`src/rtl/ccd_regs.svh`:
```
// register offsets, field positions and reset values of the clock channel divider
`ifndef CCD_REGS_SVH
`define CCD_REGS_SVH

`define CCD_ADDR_W 10
`define CCD_IDX_COUNTS 10'h190
`define CCD_IDX_CTRL 10'h191
`define CCD_IDX_STATUS 10'h198

`define CCD_COUNTS_RST 8'h00
`define CCD_CTRL_RST 8'h80

`define CCD_LOW_MSB 7
`define CCD_LOW_LSB 4
`define CCD_HIGH_MSB 3
`define CCD_HIGH_LSB 0

`define CCD_BIT_BYPASS 7
`define CCD_BIT_NOSYNC 6
`define CCD_BIT_FORCE 5
`define CCD_BIT_START 4
`define CCD_PHASE_MSB 3
`define CCD_PHASE_LSB 0

`endif

```
`src/rtl/ccd_pkg.sv`:
```
// types of the clock channel divider
package ccd_pkg;

  typedef struct packed {
    logic [3:0] lowCount;
    logic [3:0] highCount;
  } ccd_counts_t;

  typedef struct packed {
    logic bypass;
    logic noSync;
    logic forceHigh;
    logic startHigh;
    logic [3:0] phase;
  } ccd_ctrl_t;

  typedef struct packed {
    logic [9:0] address;
    logic read;
    logic write;
    logic [31:0] writedata;
    logic [3:0] byteenable;
  } ccd_avs_req_t;

  typedef enum logic [4:0] {
    ST_BYPASS = 5'h01,
    ST_HOLD = 5'h02,
    ST_STATIC = 5'h04,
    ST_PHASE = 5'h08,
    ST_RUN = 5'h10
  } ccd_state_t;

endpackage

```
`src/rtl/ccd_clock_channel_divider.sv`:
```
// clock channel divider with avalon-mm register slave
`timescale 1ns/1ns
`default_nettype none
`include "ccd_regs.svh"

module ccd_clock_channel_divider (
  input wire logic clk,
  input wire logic reset,
  input wire ccd_pkg::ccd_avs_req_t avsReq,
  output logic [31:0] readdata,
  output logic waitrequest,
  input wire logic clkIn,
  input wire logic syncReq,
  output logic divOut
);
  import ccd_pkg::*;

  // ****************************************
  // registers and bus slave
  // ****************************************
  ccd_counts_t countsFf;
  ccd_ctrl_t ctrlFf;
  ccd_state_t stateFf;
  ccd_state_t nxt_state;
  logic [31:0] readDataFf;
  logic waitReqFf;
  logic divOutFf;
  logic levelFf;
  logic [3:0] cntFf;
  logic [3:0] phaseCntFf;
  logic clkInPrevFf;
  logic inEdge;
  logic busReq;
  logic busTake;
  logic [7:0] statusVal;
  logic [7:0] wrByte;

  assign busReq = avsReq.read | avsReq.write;
  assign busTake = busReq & ~waitReqFf;
  assign statusVal = {3'h0, stateFf};
  assign wrByte = avsReq.writedata[7:0];

  always_ff @(posedge clk) begin
    if (reset) begin
      waitReqFf <= 1'b1;
    end else begin
      waitReqFf <= ~(busReq & waitReqFf);
    end
  end

  always_ff @(posedge clk) begin
    if (reset) begin
      readDataFf <= 32'h0;
    end else if (avsReq.read & waitReqFf) begin
      unique case (avsReq.address)
        `CCD_IDX_COUNTS: readDataFf <= {24'h0, countsFf};
        `CCD_IDX_CTRL: readDataFf <= {24'h0, ctrlFf};
        `CCD_IDX_STATUS: readDataFf <= {24'h0, statusVal};
        default: readDataFf <= 32'h0;
      endcase
    end
  end

  always_ff @(posedge clk) begin
    if (reset) begin
      countsFf <= ccd_counts_t'(`CCD_COUNTS_RST);
      ctrlFf <= ccd_ctrl_t'(`CCD_CTRL_RST);
    end else if (busTake & avsReq.write & avsReq.byteenable[0]) begin
      if (avsReq.address == `CCD_IDX_COUNTS) begin
        countsFf.lowCount <= avsReq.writedata[`CCD_LOW_MSB:`CCD_LOW_LSB];
        countsFf.highCount <= avsReq.writedata[`CCD_HIGH_MSB:`CCD_HIGH_LSB];
      end
      if (avsReq.address == `CCD_IDX_CTRL) begin
        ctrlFf.bypass <= avsReq.writedata[`CCD_BIT_BYPASS];
        ctrlFf.noSync <= avsReq.writedata[`CCD_BIT_NOSYNC];
        ctrlFf.forceHigh <= avsReq.writedata[`CCD_BIT_FORCE];
        ctrlFf.startHigh <= avsReq.writedata[`CCD_BIT_START];
        ctrlFf.phase <= avsReq.writedata[`CCD_PHASE_MSB:`CCD_PHASE_LSB];
      end
    end
  end

  // ****************************************
  // divider state
  // ****************************************
  assign inEdge = clkIn & ~clkInPrevFf;

  always_ff @(posedge clk) begin
    if (reset) begin
      clkInPrevFf <= 1'b0;
    end else begin
      clkInPrevFf <= clkIn;
    end
  end

  always_comb begin
    nxt_state = stateFf;
    if (ctrlFf.bypass) begin
      nxt_state = ST_BYPASS;
    end else if (ctrlFf.noSync & ctrlFf.forceHigh) begin
      nxt_state = ST_STATIC;
    end else if (syncReq & ~ctrlFf.noSync) begin
      nxt_state = ST_HOLD;
    end else begin
      unique case (stateFf)
        ST_BYPASS, ST_HOLD, ST_STATIC: nxt_state = ST_PHASE;
        ST_PHASE: if (inEdge && phaseCntFf == 4'h0) nxt_state = ST_RUN;
        ST_RUN: nxt_state = ST_RUN;
      endcase
    end
  end

  always_ff @(posedge clk) begin
    if (reset) begin
      stateFf <= ST_BYPASS;
    end else begin
      stateFf <= nxt_state;
    end
  end

  // phase offset before counting starts
  always_ff @(posedge clk) begin
    if (reset) begin
      phaseCntFf <= 4'h0;
    end else if (stateFf != ST_PHASE && nxt_state == ST_PHASE) begin
      phaseCntFf <= ctrlFf.phase;
    end else if (stateFf == ST_PHASE && inEdge && phaseCntFf != 4'h0) begin
      phaseCntFf <= phaseCntFf - 4'h1;
    end
  end

  // low and high counting
  always_ff @(posedge clk) begin
    if (reset) begin
      levelFf <= 1'b0;
      cntFf <= 4'h0;
    end else if (nxt_state != ST_PHASE && nxt_state != ST_RUN) begin
      levelFf <= 1'b0;
      cntFf <= 4'h0;
    end else if (stateFf != ST_PHASE && nxt_state == ST_PHASE) begin
      levelFf <= ctrlFf.startHigh;
      cntFf <= 4'h0;
    end else if (stateFf == ST_RUN && inEdge) begin
      if (cntFf == (levelFf ? countsFf.highCount : countsFf.lowCount)) begin
        levelFf <= ~levelFf;
        cntFf <= 4'h0;
      end else begin
        cntFf <= cntFf + 4'h1;
      end
    end
  end

  // ****************************************
  // output
  // ****************************************
  always_ff @(posedge clk) begin
    if (reset) begin
      divOutFf <= 1'b0;
    end else begin
      unique case (stateFf)
        ST_BYPASS: divOutFf <= clkIn;
        ST_HOLD: divOutFf <= 1'b0;
        ST_STATIC: divOutFf <= 1'b1;
        ST_PHASE, ST_RUN: divOutFf <= levelFf;
      endcase
    end
  end

  assign divOut = divOutFf;
  assign readdata = readDataFf;
  assign waitrequest = waitReqFf;

  // ****************************************
  // assertions
  // ****************************************
  property p_low_end;
    @(posedge clk) disable iff (reset)
    (stateFf == ST_RUN && nxt_state == ST_RUN && inEdge && !levelFf
      && cntFf == countsFf.lowCount) |=> levelFf;
  endproperty
  a_low_end: assert property (p_low_end) else $error("low phase did not end");

  property p_low_hold;
    @(posedge clk) disable iff (reset)
    (stateFf == ST_RUN && nxt_state == ST_RUN && !levelFf
      && cntFf != countsFf.lowCount) |=> !levelFf;
  endproperty
  a_low_hold: assert property (p_low_hold) else $error("low phase ended early");

  property p_high_end;
    @(posedge clk) disable iff (reset)
    (stateFf == ST_RUN && nxt_state == ST_RUN && inEdge && levelFf
      && cntFf == countsFf.highCount) |=> !levelFf ##1 !divOutFf;
  endproperty
  a_high_end: assert property (p_high_end) else $error("high phase did not end");

  property p_bypass;
    @(posedge clk) disable iff (reset)
    stateFf == ST_BYPASS |=> divOutFf == $past(clkIn) && cntFf == 4'h0;
  endproperty
  a_bypass: assert property (p_bypass) else $error("bypass not passing input");

  property p_reset_bypass;
    @(posedge clk) reset |=> ctrlFf.bypass && stateFf == ST_BYPASS;
  endproperty
  a_reset_bypass: assert property (p_reset_bypass) else $error("bypass not set");

  property p_sync_obey;
    @(posedge clk) disable iff (reset)
    (!ctrlFf.bypass && !ctrlFf.noSync && syncReq) |=> stateFf == ST_HOLD ##1 !divOutFf;
  endproperty
  a_sync_obey: assert property (p_sync_obey) else $error("sync request not obeyed");

  property p_sync_ignore;
    @(posedge clk) disable iff (reset)
    (stateFf == ST_RUN && !ctrlFf.bypass && ctrlFf.noSync && !ctrlFf.forceHigh)
      |=> stateFf == ST_RUN;
  endproperty
  a_sync_ignore: assert property (p_sync_ignore) else $error("ignored sync restarted");

  property p_static_high;
    @(posedge clk) disable iff (reset)
    (!ctrlFf.bypass && ctrlFf.noSync && ctrlFf.forceHigh) |=> ##1 divOutFf;
  endproperty
  a_static_high: assert property (p_static_high) else $error("force high not applied");

  property p_bypass_wins;
    @(posedge clk) disable iff (reset)
    (ctrlFf.bypass && ctrlFf.forceHigh) |=> stateFf == ST_BYPASS;
  endproperty
  a_bypass_wins: assert property (p_bypass_wins) else $error("static beat bypass");

  property p_start_level;
    @(posedge clk) disable iff (reset)
    (stateFf != ST_PHASE && nxt_state == ST_PHASE)
      |=> levelFf == $past(ctrlFf.startHigh) && phaseCntFf == $past(ctrlFf.phase);
  endproperty
  a_start_level: assert property (p_start_level) else $error("bad start");

  property p_wait_one;
    @(posedge clk) disable iff (reset)
    (busReq && waitReqFf) |=> !waitReqFf;
  endproperty
  a_wait_one: assert property (p_wait_one) else $error("no answer");

  property p_wait_pulse;
    @(posedge clk) disable iff (reset)
    !waitReqFf |=> waitReqFf;
  endproperty
  a_wait_pulse: assert property (p_wait_pulse) else $error("answer too long");

  property p_write_counts;
    @(posedge clk) disable iff (reset)
    (busTake && avsReq.write && avsReq.byteenable[0] && avsReq.address == `CCD_IDX_COUNTS)
      |=> countsFf == $past(wrByte);
  endproperty
  a_write_counts: assert property (p_write_counts) else $error("bad counts");

  property p_write_ctrl;
    @(posedge clk) disable iff (reset)
    (busTake && avsReq.write && avsReq.byteenable[0] && avsReq.address == `CCD_IDX_CTRL)
      |=> ctrlFf == $past(wrByte);
  endproperty
  a_write_ctrl: assert property (p_write_ctrl) else $error("bad control");

  property p_masked_write;
    @(posedge clk) disable iff (reset)
    (busTake && avsReq.write && !avsReq.byteenable[0])
      |=> countsFf == $past(countsFf) && ctrlFf == $past(ctrlFf);
  endproperty
  a_masked_write: assert property (p_masked_write) else $error("masked write landed");

  property p_read_ctrl;
    @(posedge clk) disable iff (reset)
    (avsReq.read && waitReqFf && avsReq.address == `CCD_IDX_CTRL)
      |=> readDataFf == {24'h0, $past(ctrlFf)};
  endproperty
  a_read_ctrl: assert property (p_read_ctrl) else $error("bad control read");

  property p_read_unmapped;
    @(posedge clk) disable iff (reset)
    (avsReq.read && waitReqFf && avsReq.address != `CCD_IDX_COUNTS
      && avsReq.address != `CCD_IDX_CTRL && avsReq.address != `CCD_IDX_STATUS)
      |=> readDataFf == 32'h0;
  endproperty
  a_read_unmapped: assert property (p_read_unmapped) else $error("unmapped read not zero");

  property p_phase_count;
    @(posedge clk) disable iff (reset)
    (stateFf == ST_PHASE && nxt_state == ST_PHASE && inEdge && phaseCntFf != 4'h0)
      |=> phaseCntFf == $past(phaseCntFf) - 4'h1;
  endproperty
  a_phase_count: assert property (p_phase_count) else $error("phase count wrong");

  property p_phase_wait;
    @(posedge clk) disable iff (reset)
    (stateFf == ST_PHASE && phaseCntFf != 4'h0) |=> stateFf != ST_RUN;
  endproperty
  a_phase_wait: assert property (p_phase_wait) else $error("run before phase end");

  property p_hold_low;
    @(posedge clk) disable iff (reset)
    stateFf == ST_HOLD |=> !divOutFf;
  endproperty
  a_hold_low: assert property (p_hold_low) else $error("hold not low");

  property p_high_hold;
    @(posedge clk) disable iff (reset)
    (stateFf == ST_RUN && nxt_state == ST_RUN && levelFf
      && cntFf != countsFf.highCount) |=> levelFf;
  endproperty
  a_high_hold: assert property (p_high_hold) else $error("high phase ended early");

  property p_run_out;
    @(posedge clk) disable iff (reset)
    stateFf == ST_RUN |=> divOutFf == $past(levelFf);
  endproperty
  a_run_out: assert property (p_run_out) else $error("output not level");

endmodule
`default_nettype wire

```
`config.mk`:
```
export PLATFORM = sky130hd
export DESIGN_NAME = ccd_clock_channel_divider
export DESIGN_NICKNAME = d
export VERILOG_FILES = /design/src/rtl/ccd_pkg.sv /design/src/rtl/ccd_clock_channel_divider.sv
export VERILOG_INCLUDE_DIRS = /design/src /design/src/rtl
export SDC_FILE = /design/constraint.sdc
export NUM_CORES = 1
export LEC_CHECK = 0
export ABC_AREA = 1
export BUFFER_PORTS_ARGS = -buffer_cell sky130_fd_sc_hd__buf_2
export CAP_MARGIN = 10
export CELL_PAD_IN_SITES_DETAIL_PLACEMENT = 0
export CELL_PAD_IN_SITES_GLOBAL_PLACEMENT = 1
export CORE_MARGIN = 2
export CORE_UTILIZATION = 25
export CTS_CLUSTER_SIZE = 25
export DETAILED_ROUTE_END_ITERATION = 10
export PLACE_DENSITY_LB_ADDON = 0.1
export SLEW_MARGIN = 20
export SYNTH_ARGS = -nofsm -noshare
export SYNTH_HDL_FRONTEND = slang
export SYNTH_SLANG_ARGS = --single-unit
```
`constraint.sdc`:
```
create_clock -name clk -period 1.4 [get_ports clk]
set_input_delay 0.28 -clock clk [delete_from_list [all_inputs] [get_ports clk]]
set_output_delay 0.28 -clock clk [all_outputs]
set_load 0.1 [all_outputs]
```
# After elaboration in Yosys (flattened, before gate mapping)
# Cells that the tools add are included.
# Widths: inputs -> output; s select.
dict set report op_classes {
  add_sub_neg 2
  eq_ne 13
  mux 14
  n_bitwise 14
  n_reduce_logical 18
}
# op n
set op_table {}
lappend op_table {{$eq 10x9->1 const B} 3}
lappend op_table {{$pmux 8 s3} 1}
lappend op_table {{$mux 5} 4}
lappend op_table {{$mux 4} 4}
lappend op_table {{$pmux 5 s3} 1}
lappend op_table {{$eq 5x4->1 const B} 2}
lappend op_table {{$ne 5x4->1 const B} 2}
lappend op_table {{$and 1x1->1} 8}
lappend op_table {{$logic_and 1x1->1} 6}
lappend op_table {{$reduce_and 2->1} 3}
lappend op_table {{$reduce_bool 2->1} 3}
lappend op_table {{$reduce_or 3->1} 2}
lappend op_table {{$eq 5x1->1 const B} 1}
lappend op_table {{$eq 5x2->1 const B} 1}
lappend op_table {{$eq 5x3->1 const B} 1}
lappend op_table {{$eq 5x5->1 const B} 1}
lappend op_table {{$ne 5x5->1 const B} 1}
lappend op_table {{$not 1->1} 5}
lappend op_table {{$add 4x1->4 const B} 1}
lappend op_table {{$eq 4x4->1} 1}
lappend op_table {{$logic_not 4->1} 1}
lappend op_table {{$pmux 1 s4} 1}
lappend op_table {{$reduce_bool 4->1} 1}
lappend op_table {{$reduce_or 2->1} 2}
lappend op_table {{other kinds (3)} 5}
dict set report totals {
  ff_bits 65
  inputBits 52
  out_inout_bits 34
  word_cells 76
}

# Longest topological paths before layout
# Gate-level depths: netlist (run 1).
dict set report logic_depth {
  ltp_word 12
  mapped_depth 11
  depth_no_buf 11
}

# Least setup slack after synthesis (run 1)
# Ideal clock, no wire load.
dict set report synth_timing {
  path_kind {register -> register}
  start {register waitReqFf (netlist: waitrequest)}
  end {register readDataFf[0] (netlist: readdata[0])}
  setup_time_ps 71
  arrival_ps 1701
  required_time_ps 1329
  path_slack_ps -371
  stages_incl_launch_ff 5
  n_path_buf 0
  period_less_slack_ps 1771
  cell_sequence {dfxtp_1 nand2_1 inv_1 nand2_1 a21oi_1}
}
dict set report synth_between {
  elab_chain_cells 1
}
# element line_no
set synth_rtl {}
lappend synth_rtl {{start, declared} ccd_clock_channel_divider.sv:26} ;# logic waitReqFf;
lappend synth_rtl {{start signal, assigned} ccd_clock_channel_divider.sv:47} ;# waitReqFf <= ~(busReq & waitReqFf);
lappend synth_rtl {{$and 1x1->1} ccd_clock_channel_divider.sv:54} ;# end else if (avsReq.read & waitReqFf) begin
lappend synth_rtl {{end signal, assigned} ccd_clock_channel_divider.sv:56} ;# `CCD_IDX_COUNTS: readDataFf <= {24'h0, countsFf};
lappend synth_rtl {{end signal, assigned} ccd_clock_channel_divider.sv:57} ;# `CCD_IDX_CTRL: readDataFf <= {24'h0, ctrlFf};
lappend synth_rtl {{end signal, assigned} ccd_clock_channel_divider.sv:58} ;# `CCD_IDX_STATUS: readDataFf <= {24'h0, statusVal};
lappend synth_rtl {{end, declared} ccd_clock_channel_divider.sv:25} ;# logic [31:0] readDataFf;
# Every way passes these cells.
# A chain may end at the register's enable or synchronous reset.

# Worst setup path in the final report (run 1)
dict set report layout_timing {
  start {register phaseCntFf[1]}
  end {register phaseCntFf[3]}
}
dict set report layout_between {
  elab_chain_cells 10
  elab_cells_between_ends 15
  cone_classes {1 x add/sub; 1 x eq/ne; 7 x mux; 6 x reduce/logical}
}
# element line_no
set layout_rtl {}
lappend layout_rtl {{start, declared} ccd_clock_channel_divider.sv:30} ;# logic [3:0] phaseCntFf;
lappend layout_rtl {{start signal, assigned} ccd_clock_channel_divider.sv:126} ;# phaseCntFf <= ctrlFf.phase;
lappend layout_rtl {{start signal, assigned} ccd_clock_channel_divider.sv:128} ;# phaseCntFf <= phaseCntFf - 4'h1;
lappend layout_rtl {{$logic_not 4->1} ccd_clock_channel_divider.sv:107} ;# ST_PHASE: if (inEdge && phaseCntFf == 4'h0) nxt_state = ST_RUN;
lappend layout_rtl {{$logic_and 1x1->1} ccd_clock_channel_divider.sv:107}
lappend layout_rtl {{$mux 5} ccd_clock_channel_divider.sv:107}
lappend layout_rtl {{$pmux 5 s3} ccd_clock_channel_divider.sv:105} ;# unique case (stateFf)
lappend layout_rtl {{$mux 5} ccd_clock_channel_divider.sv:102} ;# end else if (syncReq & ~ctrlFf.noSync) begin
lappend layout_rtl {{$mux 5} ccd_clock_channel_divider.sv:100} ;# end else if (ctrlFf.noSync & ctrlFf.forceHigh) begin
lappend layout_rtl {{$mux 5} ccd_clock_channel_divider.sv:98} ;# if (ctrlFf.bypass) begin
lappend layout_rtl {{$eq 5x4->1} ccd_clock_channel_divider.sv:125} ;# end else if (stateFf != ST_PHASE && nxt_state == ST_PHASE) begin
lappend layout_rtl {{$logic_and 1x1->1} ccd_clock_channel_divider.sv:125}
lappend layout_rtl {{$mux 4 / $reduce_bool 2->1 (equally long branches)} n/a}
# Several ways; a longest one is shown, not always the timed one. The select of a mux whose other input is x is not followed.

==> results.py, run 1 <==
metrics = {
    "run_status": {
        "outcome": "finished clean",
    },
    "critical_path": {
        "endpoint": "phaseCntFf[3]",
        "crit_slowest_cell": "dfxtp_2",
        "path_class": "reg -> reg",
        "rr_startpoint": "phaseCntFf[1]",
        "endpoint_kind": "flop",
        "crit_fanout": 3,
        "cp.required_ns": 1.58,
        "crit_arrival_ns": 1.52,
        "path_cells": "inv_2, ha_2, nor3b_4, nor2_4, nand2_2, buf_4, o21ai_1, a21oi_1, nor2_1",
        "r2r_slack_ns": 0.06,
        "startpoint_type": "flop",
        "r2r-end": "phaseCntFf[3]",
        "reg2reg_depth": 9,
        "cp_slowest_stage_delay_ns": 0.33,
        "cp-startpoint": "phaseCntFf[1]",
    },
    "sta": {
        "fin_crit_sh_pct": 95.6,
        "rsz0062_at_grt": "true",
        "clock_skew_ns": 0.00651,
        "maxSlewViolCount": 0,
        "period_minus_slack_ns": 1.34,
        "max_freq_ghz": 0.747,
        "finalSetupViolCount": 0,
        "setup_tns_ns": 0,
        "whs_ns": 0.192,
        "finalHoldViolations": 0,
    },
    "layout": {
        "drive_gt1_share_pct": 31.0,
        "nFillCells": 1032,
        "nets": 457,
        "layout.cells.non_filler": 514,
        "diodes": 0,
        "final_util_pct": 33.1,
        "syn2layout_area_growth_pct": 29.8,
    },
    "global_route": {
        "grt_use_total_pct": 13.1,
        "grt_pass1_vias": 2062,
        "grt_pass1_wl_um": 10200,
        "grt_start_max_net_pins": 21,
        "antenna_found_initial": 0,
        "grt-ovfl-total": 0,
    },
    "clock_tree": {
        "cts_buffers": 5,
        "cts_tree": "yes",
        "cts-hold-fix-buffers": 0,
        "cts_max_path_buffers": 2,
        "h-tree-depth": 2,
        "clk_latency_ns": 0.29,
        "clk_pin_slew_ns": 0.08,
        "clock_tree.root_cell": "clkbuf_8",
        "clkSinkCount": 41,
    },
    "pwr": {
        "p_total_mw": 2.43,
        "ir_drop_mv": 0.419,
        "p_leak_nw": 1.34,
        "p_per_area_mw_per_mm2": 807,
    },
    "floorplan": {
        "fp.dieW_um": 100,
        "io_pins": 86,
        "num_rows": 35,
        "dieArea_mm2": 0.0101,
        "core_area_mm2": 0.00911,
        "fp.dieH_um": 100,
        "initial_utilization_pct": 25.5,
    },
    "route": {
        "dr.pass1.iters": 4,
        "drt_iter0_markers": 79,
        "via_per_inst": 4.25,
        "drtAntennaViolNets": 0,
        "route.detailed.drc": 0,
        "wl_per_cell_um": 12.1,
        "routed_wl_um": 6240,
        "vias": 2186,
    },
    "synth": {
        "netlist_area_mm2": 0.00232,
        "yosys_warnings": 0,
        "synth_seq_area_share_pct": 35.4,
        "ys_top_cells_by_area": "dfxtp_1 (35%), nand2_1 (9.9%), nand3_1 (8.6%), buf_4 (7.8%), inv_1 (6.6%)",
        "netlist_top_cells_count": "nand2_1 (61), dfxtp_1 (41), inv_1 (41)",
        "yosys.area.top_type": "dfxtp_1",
        "ys.flop_type": "dfxtp_1",
        "synth_seq_cells": 41,
        "synth_edf_count": 0,
        "syn_area_per_cell_um2": 7.12,
        "syn-instance-count": 326,
        "async_flop_share_pct": 0,
        "yosysUniqueCellTypes": 36,
        "yosysMostFrequentCell": "nand2_1",
        "yosys.area.top_type_share_pct": 35.4,
    },
    "placed_design": {
        "dp_cells": 502,
        "gp_congestion": 0.809,
        "io_buffers": 34,
        "hpwl_um": 5070,
    },
    "job": {
        "drv_cap": 0,
    },
    "hold_path": {
        "hold_path.class": "in -> reg",
    },
}
==> worst max-delay path: cells and delay by family (launching register included) <==
family | cells | cell delay (ns)
flops | 1 | 0.33
compound gates | 2 | 0.16
simple gates | 4 | 0.42
fa+ha+maj | 1 | 0.15
buf+inv | 2 | 0.17
==> report_power, final <==
part / internal [mW] / switching, mW
registers: 1.17 / 0.00290
clock network: 0.355 / 0.421
logic: 0.0803 / 0.403
total: 1.60 / 0.827
==> stage by stage <==
stage,setup WS (ns),instance area (um2)
finish,0.0615,3010
global route,-0.0433,3010
CTS,-0.00220,2900
detailed placement,-0.113,2800
global placement,-0.0874,2800
floorplan,0.0310,2410
==> cell usage in the layout, fill, tap and decap left out, types with 2 or more instances in the layout <==
cell	count
xor2_1	4
dfxtp_2	7
nor3b_4	2
buf_4	39
o21ai_1	2
inv_1	38
nand3_2	3
nor2_4	6
nand4_1	3
conb_1	24
buf_6	2
o21ai_0	16
nand2_2	6
nor2_2	3
nor3_1	2
nand2_1	58
inv_2	3
clkbuf_8	5
nor2_1	22
o21ai_2	5
buf_2	33
a21oi_1	27
dfxtp_1	33
nand3_1	38
nand3_4	2
clkbuf_1	3
ha_1	2
==> cells by family (layout without fill, tap and decap cells) <==
family	Yosys count	count (layout)	synth area share (%)
AO/OA/AOI/OAI	56	56	13.6
XOR/XNOR	5	5	1.89
adder cells (fa/ha/maj)	3	3	1.62
buffers and inverters	72	126	16.2
flip-flops	41	41	35.4
other	1	24	0.162
AND/OR/NAND/NOR	148	148	31.1
==> worst min path at each step <==
stage,from,end,slack [ns],cells after the start
2_1_floorplan,reset,readdata[1],0.35,1
3_3_place_gp,waitrequest,waitrequest,0.43,1
3_5_place_dp,waitrequest,waitrequest,0.43,1
4_1_cts,avsReq[37],waitrequest,0.18,2
5_1_grt,avsReq[37],waitrequest,0.20,2
6_report,avsReq[37],waitrequest,0.19,2
==> flip-flops by register name, indices dropped and copies added, names as in the netlist <==
name / count
ctrlFf: 8
clkInPrevFf: 1
cntFf: 4
waitrequest: 1
phaseCntFf: 4
countsFf: 8
divOut: 1
stateFf: 5
readdata: 8
levelFf: 1
==> what timing repair did <==
item / CTS / global route
gates resized for setup: 11 / 25
pin swaps: 5 / 12
buffers inserted: 1 / 3
endpoints found under the setup margin: 9 / 10
==> area by class of cell <==
class | instances | area, um2 | share of cell area (%)
well taps | 111 | 139 | 4.61
clock buffers | 8 | 80.1 | 2.66
flip-flops and latches | 41 | 833 | 27.7
multi-input cells | 236 | 1290 | 42.8
repair buffers | 76 | 508 | 16.9
inverters | 42 | 163 | 5.40
==> metal layers <==
| metal | track usage, % | vias to the layer above | part of all wire [%] | routed length [um] |
|---|---|---|---|---|
| li1 | - | 1167 | - | - |
| met2 | 22.0 | 45 | 48 | 3010 |
| met4 | 4.43 | 0 | 1.1 | 69 |
| met1 | 17.1 | 970 | 48 | 2990 |
| met3 | 1.74 | 4 | 2.6 | 162 |
| met5 | 0 | - | 0 | 0 |
No activity file was read; power rests on OpenSTA's default activity.
==> run 2, diff against run 1 <==
--- a/config.mk
+++ b/config.mk
@@ -16,6 +16,7 @@
 export CTS_CLUSTER_SIZE = 25
 export DETAILED_ROUTE_END_ITERATION = 10
 export PLACE_DENSITY_LB_ADDON = 0.1
+export SETUP_SLACK_MARGIN = 0.5
 export SLEW_MARGIN = 20
 export SYNTH_ARGS = -nofsm -noshare
 export SYNTH_HDL_FRONTEND = slang
==> run 2 against run 1 <==
Worst hold slack improved by 0.0097 ns. Flip-flop and latch count unchanged. Fmax down 2.2%. Routed wire length increased by 9.3%. Global-route usage up 0.75 points. Combinational power rose by 16%. Power grew 7.2%. Cell count rose by 0.58%. Highest routed layer unchanged.
==> results.py, run 2 (synthesis results as in run 1) <==
metrics = {
    "run_status": {
        "outcome": "finished clean",
    },
    "global_route": {
        "grt-ovfl-total": 0,
        "grt_pass1_wl_um": 10800,
        "grt_use_total_pct": 13.8,
        "grt_pass1_vias": 2177,
        "grt_start_max_net_pins": 20,
        "antenna_found_initial": 0,
    },
    "hold_path": {
        "hold_path.class": "in -> reg",
        "min_path_cells": 2,
    },
    "critical_path": {
        "path_class": "reg -> reg",
        "endpoint_kind": "flop",
        "path_cells": "nor2_4, nand4_4, nor2_4, nand2_4, nand2_4, inv_4, nand2_2, nand3_2, nand2_1, inv_1",
        "crit_arrival_ns": 1.56,
        "cp.required_ns": 1.59,
        "crit_fanout": 4,
        "reg2reg_depth": 10,
        "startpoint_type": "flop",
        "cp_slowest_stage_delay_ns": 0.36,
        "crit_slowest_cell": "dfxtp_4",
    },
    "clock_tree": {
        "cts_tree": "yes",
        "cts_max_path_buffers": 2,
        "clkSinkCount": 41,
        "cts_buffers": 5,
        "clk_pin_slew_ns": 0.08,
        "clk_latency_ns": 0.30,
        "clock_tree.root_cell": "clkbuf_8",
        "h-tree-depth": 2,
    },
    "pwr": {
        "p_per_area_mw_per_mm2": 676,
        "power.share.switching_pct": 34.0,
        "p_switching_mw": 0.887,
        "ir_drop_mv": 0.367,
        "p_comb_share_pct": 21.5,
        "power_frac_clock_pct": 34.3,
        "p_seq_share_pct": 44.3,
        "p_int_mw": 1.72,
        "p_total_mw": 2.61,
        "p_leak_nw": 1.58,
    },
    "sta": {
        "setup_tns_ns": 0,
        "whs_ns": 0.202,
        "rsz0062_at_grt": "true",
        "period_minus_slack_ns": 1.37,
        "clock_skew_ns": 0.0125,
        "maxSlewViolCount": 0,
        "max_freq_ghz": 0.731,
        "fin_crit_sh_pct": 97.8,
        "finalHoldViolations": 0,
        "finalSetupViolCount": 0,
    },
    "floorplan": {
        "fp.dieW_um": 100,
        "fp.dieH_um": 100,
        "io_pins": 86,
        "core_area_mm2": 0.00911,
        "num_rows": 35,
        "dieArea_mm2": 0.0101,
        "initial_utilization_pct": 25.5,
    },
    "route": {
        "route.detailed.drc": 0,
        "routed_wl_um": 6820,
        "drtAntennaViolNets": 0,
        "dr.pass1.iters": 4,
        "wl_per_cell_um": 13.2,
        "vias": 2231,
        "via_per_inst": 4.32,
        "drt_iter0_markers": 64,
    },
    "placed_design": {
        "gp_congestion": 0.768,
        "io_buffers": 34,
        "dp_cells": 491,
        "hpwl_um": 5130,
    },
    "layout": {
        "nets": 460,
        "diodes": 0,
        "layout_common_cells": "nand2_1 (40), inv_1 (30), a21oi_2 (24), conb_1 (24), buf_4 (23)",
        "drive_gt1_share_pct": 55.9,
        "final_common_cell": "nand2_1",
        "syn2layout_area_growth_pct": 66.1,
        "final_util_pct": 42.3,
        "layout.cells.non_filler": 517,
    },
    "job": {
        "drv_cap": 0,
    },
}
[run 2: through the flow]
stage	worst slack [ns]	instance area, um2
2_1_floorplan	0.139	2540
3_3_place_gp	-0.109	2860
3_5_place_dp	-0.179	2860
4_1_cts	0.0645	3550
5_1_grt	-0.0663	3850
6_report	0.0315	3850
[run 2: repair_timing]
| action | in CTS | in global routing |
|---|---|---|
| endpoints found under the setup margin | 46 | 46 |
| pin swaps | 38 | 27 |
| hold endpoints to repair | 0 | 0 |
| hold buffers | 0 | 0 |
| resized for setup | 126 | 63 |
| setup buffers | 13 | 4 |
| gates cloned | 1 | 0 |
[run 2: layout make-up]
class                           instances  area [um2]
Multi-Input combinational cell        237        1780
Sequential cell                        41         878
Timing Repair Buffer                   78         787
Clock buffer                            7        97.6
Clock inverter                          1        5.00
Fill cell                             932        5260
Tap cell                              111         139
Inverter                               42         169
[run 2: power by group through the flow]
stage,Sequential [mW],Combinational (mW),Clock (mW)
after global routing,1.15,0.583,0.968
after global placement,1.18,0.479,0
after floorplan,1.21,0.406,0
final,1.15,0.559,0.893
after detailed placement,1.18,0.478,0
after CTS,1.16,0.539,0.922
[run 2: path summary, 6_finish.rpt]
check	startpoint	end	slack, ns
worst max register to register	stateFf[0]	phaseCntFf[0]	0.03
worst min-delay path	avsReq[36]	waitrequest	0.20
worst min register to register	ctrlFf[1]	ctrlFf[1]	0.50
worst max-delay path	stateFf[0]	phaseCntFf[0]	0.03
[run 2: worst max-delay path, delay by kind of cell (launching register included)]
family                 cells  cell delay (ns)
AND/OR/NAND/NOR            8             0.83
flip-flops                 1             0.36
buffers and inverters      2             0.08
[run 2: metal layers]
layer	global-route usage (%)	wire length, um
met3	2.44	222
met4	3.79	76
met2	22.3	3170
met1	19.0	3350
met5	0	0
==> run 3, diff against run 2 <==
--- a/config.mk
+++ b/config.mk
@@ -6,7 +6,6 @@
 export SDC_FILE = /design/constraint.sdc
 export NUM_CORES = 1
 export LEC_CHECK = 0
-export ABC_AREA = 1
 export BUFFER_PORTS_ARGS = -buffer_cell sky130_fd_sc_hd__buf_2
 export CAP_MARGIN = 10
 export CELL_PAD_IN_SITES_DETAIL_PLACEMENT = 0
==> run 3 against run 2 <==
The run now ends with negative setup slack left. Non-clock buffer count rose by 11. Sequential share of layout area rose by 3.8 points. Synthesized cell count fell by 30%. Core utilization fell by 2.1 points. Clock skew fell by 0.0026 ns. Via count fell by 18%. Critical path depth fell by 4. Routed wire length fell by 19%. Synthesized area fell by 8.6%. Flip-flop and latch count did not move. Die area fell by 8.2%. Largest power group unchanged.
==> results.py, run 3 <==
metrics = {
    "pwr": {
        "p_int_mw": 1.63,
        "p_leak_nw": 1.39,
        "power.share.switching_pct": 32.7,
        "p_per_area_mw_per_mm2": 735,
        "p_comb_share_pct": 19.3,
        "power_frac_clock_pct": 33.3,
        "p_switching_mw": 0.794,
        "ir_drop_mv": 0.338,
        "p_total_mw": 2.43,
        "p_seq_share_pct": 47.4,
    },
    "synth": {
        "synth_seq_area_share_pct": 38.7,
        "async_flop_share_pct": 0,
        "yosys.area.top_type": "dfxtp_1",
        "synth_seq_cells": 41,
        "ys_top_cells_by_area": "dfxtp_1 (39%), mux2i_1 (13%), buf_4 (8.8%), nor2_1 (7.1%), xor2_1 (2.9%)",
        "yosys.area.top_type_share_pct": 38.7,
        "yosysMostFrequentCell": "dfxtp_1",
        "netlist_area_mm2": 0.00212,
        "syn_area_per_cell_um2": 9.30,
        "netlist_top_cells_count": "dfxtp_1 (41), nor2_1 (40), mux2i_1 (28)",
        "ys.flop_type": "dfxtp_1",
        "yosysUniqueCellTypes": 40,
        "synth_edf_count": 0,
        "yosys_warnings": 0,
        "syn-instance-count": 228,
    },
    "clock_tree": {
        "cts_tree": "yes",
        "cts-hold-fix-buffers": 0,
        "clkSinkCount": 41,
        "clk_pin_slew_ns": 0.08,
        "h-tree-depth": 2,
        "clk_latency_ns": 0.29,
        "cts_buffers": 5,
        "cts_max_path_buffers": 2,
        "clock_tree.root_cell": "clkbuf_8",
    },
    "route": {
        "vias": 1822,
        "route.detailed.drc": 0,
        "drtAntennaViolNets": 0,
        "dr.pass1.iters": 4,
        "via_per_inst": 4.32,
        "routed_wl_um": 5550,
        "drt_iter0_markers": 51,
        "wl_per_cell_um": 13.2,
    },
    "sta": {
        "finalHoldViolations": 0,
        "maxSlewViolCount": 0,
        "period_minus_slack_ns": 1.56,
        "rsz0062_at_grt": "true",
        "max_freq_ghz": 0.640,
        "fin_ws_ns": -0.163,
        "fin_crit_sh_pct": 112,
        "finalSetupViolCount": 18,
        "clock_skew_ns": 0.00990,
    },
    "critical_path": {
        "endpoint_kind": "flop",
        "path_cells": "mux2i_4, buf_6, xor2_1, nand3_1, o21a_1, o31a_1",
        "crit_arrival_ns": 1.75,
        "startpoint_type": "flop",
        "path_class": "reg -> reg",
        "critical-path-top-delay-family": "flip-flops",
        "cp_slowest_stage_delay_ns": 0.41,
        "r2r_slack_ns": -0.16,
        "crit_slowest_cell": "dfxtp_4",
        "critPathBufInv": 1,
        "cp.required_ns": 1.59,
        "crit_fanout": 5,
    },
    "global_route": {
        "antenna_found_initial": 0,
        "grt_pass1_wl_um": 9180,
        "grt-ovfl-total": 0,
        "grt_use_total_pct": 13.1,
        "grt_pass1_vias": 1822,
        "grt_start_max_net_pins": 31,
    },
    "layout": {
        "drive_gt1_share_pct": 49.8,
        "nFillCells": 824,
        "syn2layout_area_growth_pct": 55.7,
        "final_common_cell": "buf_4",
        "nets": 371,
        "diodes": 0,
        "final_util_pct": 40.2,
        "layout_common_cells": "buf_4 (44), nor2_1 (40), mux2i_1 (26)",
    },
    "floorplan": {
        "initial_utilization_pct": 25.8,
        "fp.dieW_um": 96.1,
        "num_rows": 33,
        "io_pins": 86,
        "core_area_mm2": 0.00822,
        "dieArea_mm2": 0.00924,
        "fp.dieH_um": 96.1,
    },
    "placed_design": {
        "dp_slack_ns": -0.347,
        "gp_congestion": 0.696,
        "io_buffers": 34,
        "hpwl_um": 4320,
    },
    "hold_path": {
        "hold_path.class": "in -> reg",
    },
    "run_status": {
        "violations": "negative setup slack",
        "outcome": "complete, but fails checks",
    },
    "job": {
        "drv_cap": 0,
    },
}
## run 3: worst reg2reg max path, stage by stage, from the launching register on
cell and delay [ns]:
dfxtp_4 0.41, mux2i_4 0.28, buf_6 0.12, xor2_1 0.14, nand3_1 0.10, o21a_1 0.18, o31a_1 0.22
## run 3: power by group through the flow
stage               registers, mW  clock network [mW]  logic, mW
global placement             1.18                   0      0.447
detailed placement           1.18                   0      0.447
CTS                          1.15               0.845      0.462
global route                 1.15               0.899      0.487
finish                       1.15               0.809      0.467
floorplan                    1.21                   0      0.382
## run 3: area by class of cell
type | instances | area [um2] | share of cell area, %
multi-input combinational | 176 | 1380 | 41.8
sequential | 41 | 877 | 26.6
timing repair buffer | 89 | 813 | 24.6
tap | 105 | 131 | 3.98
clock buffer | 8 | 90.1 | 2.73
inverter | 3 | 11.3 | 0.341
## run 3: kinds of logic after synthesis
kind of cell	count (synthesis)	synth area share (%)
buf+inv	34	10.6
fa+ha+maj	3	1.77
compound gates	28	8.97
other cells	1	0.177
simple gates	79	20.4
xor+xnor	10	4.13
flops	41	38.7
mux	32	15.3
## run 3: worst paths after layout
kind,to,cells past startpoint,from
setup / recovery,levelFf,6,levelFf
hold / removal,waitrequest,2,avsReq[37]
setup reg to reg,levelFf,6,levelFf
hold reg to reg,countsFf[3],2,countsFf[3]
## run 3: through the flow
| step | setup TNS [ns] | hold slack [ns] | cell area [um2] | instances |
|---|---|---|---|---|
| finish | -1.03 | 0.207 | 3300 | 422 |
| global route | -2.79 | 0.207 | 3300 | 422 |
| CTS | -1.29 | 0.197 | 3200 | 419 |
| detailed placement | -5.59 | 0.506 | 2800 | 407 |
| global placement | -5.61 | 0.497 | 2800 | 407 |
| floorplan | -2.48 | 0.363 | 2320 | 251 |
## run 3: repair_timing
item	4_1_cts	5_1_grt
setup buffers	4	3
pin swaps	19	13
gates resized for setup	69	15
setup endpoints to repair	48	47
## run 3: metal layers
metal | GRT usage (%) | part of all wire [%] | up-vias
met3 | 1.64 | 2.7 | 5
met5 | 0 | 0 | -
met2 | 22.3 | 49 | 39
li1 | - | - | 913
met4 | 4.29 | 1.0 | 0
met1 | 17.2 | 48 | 865
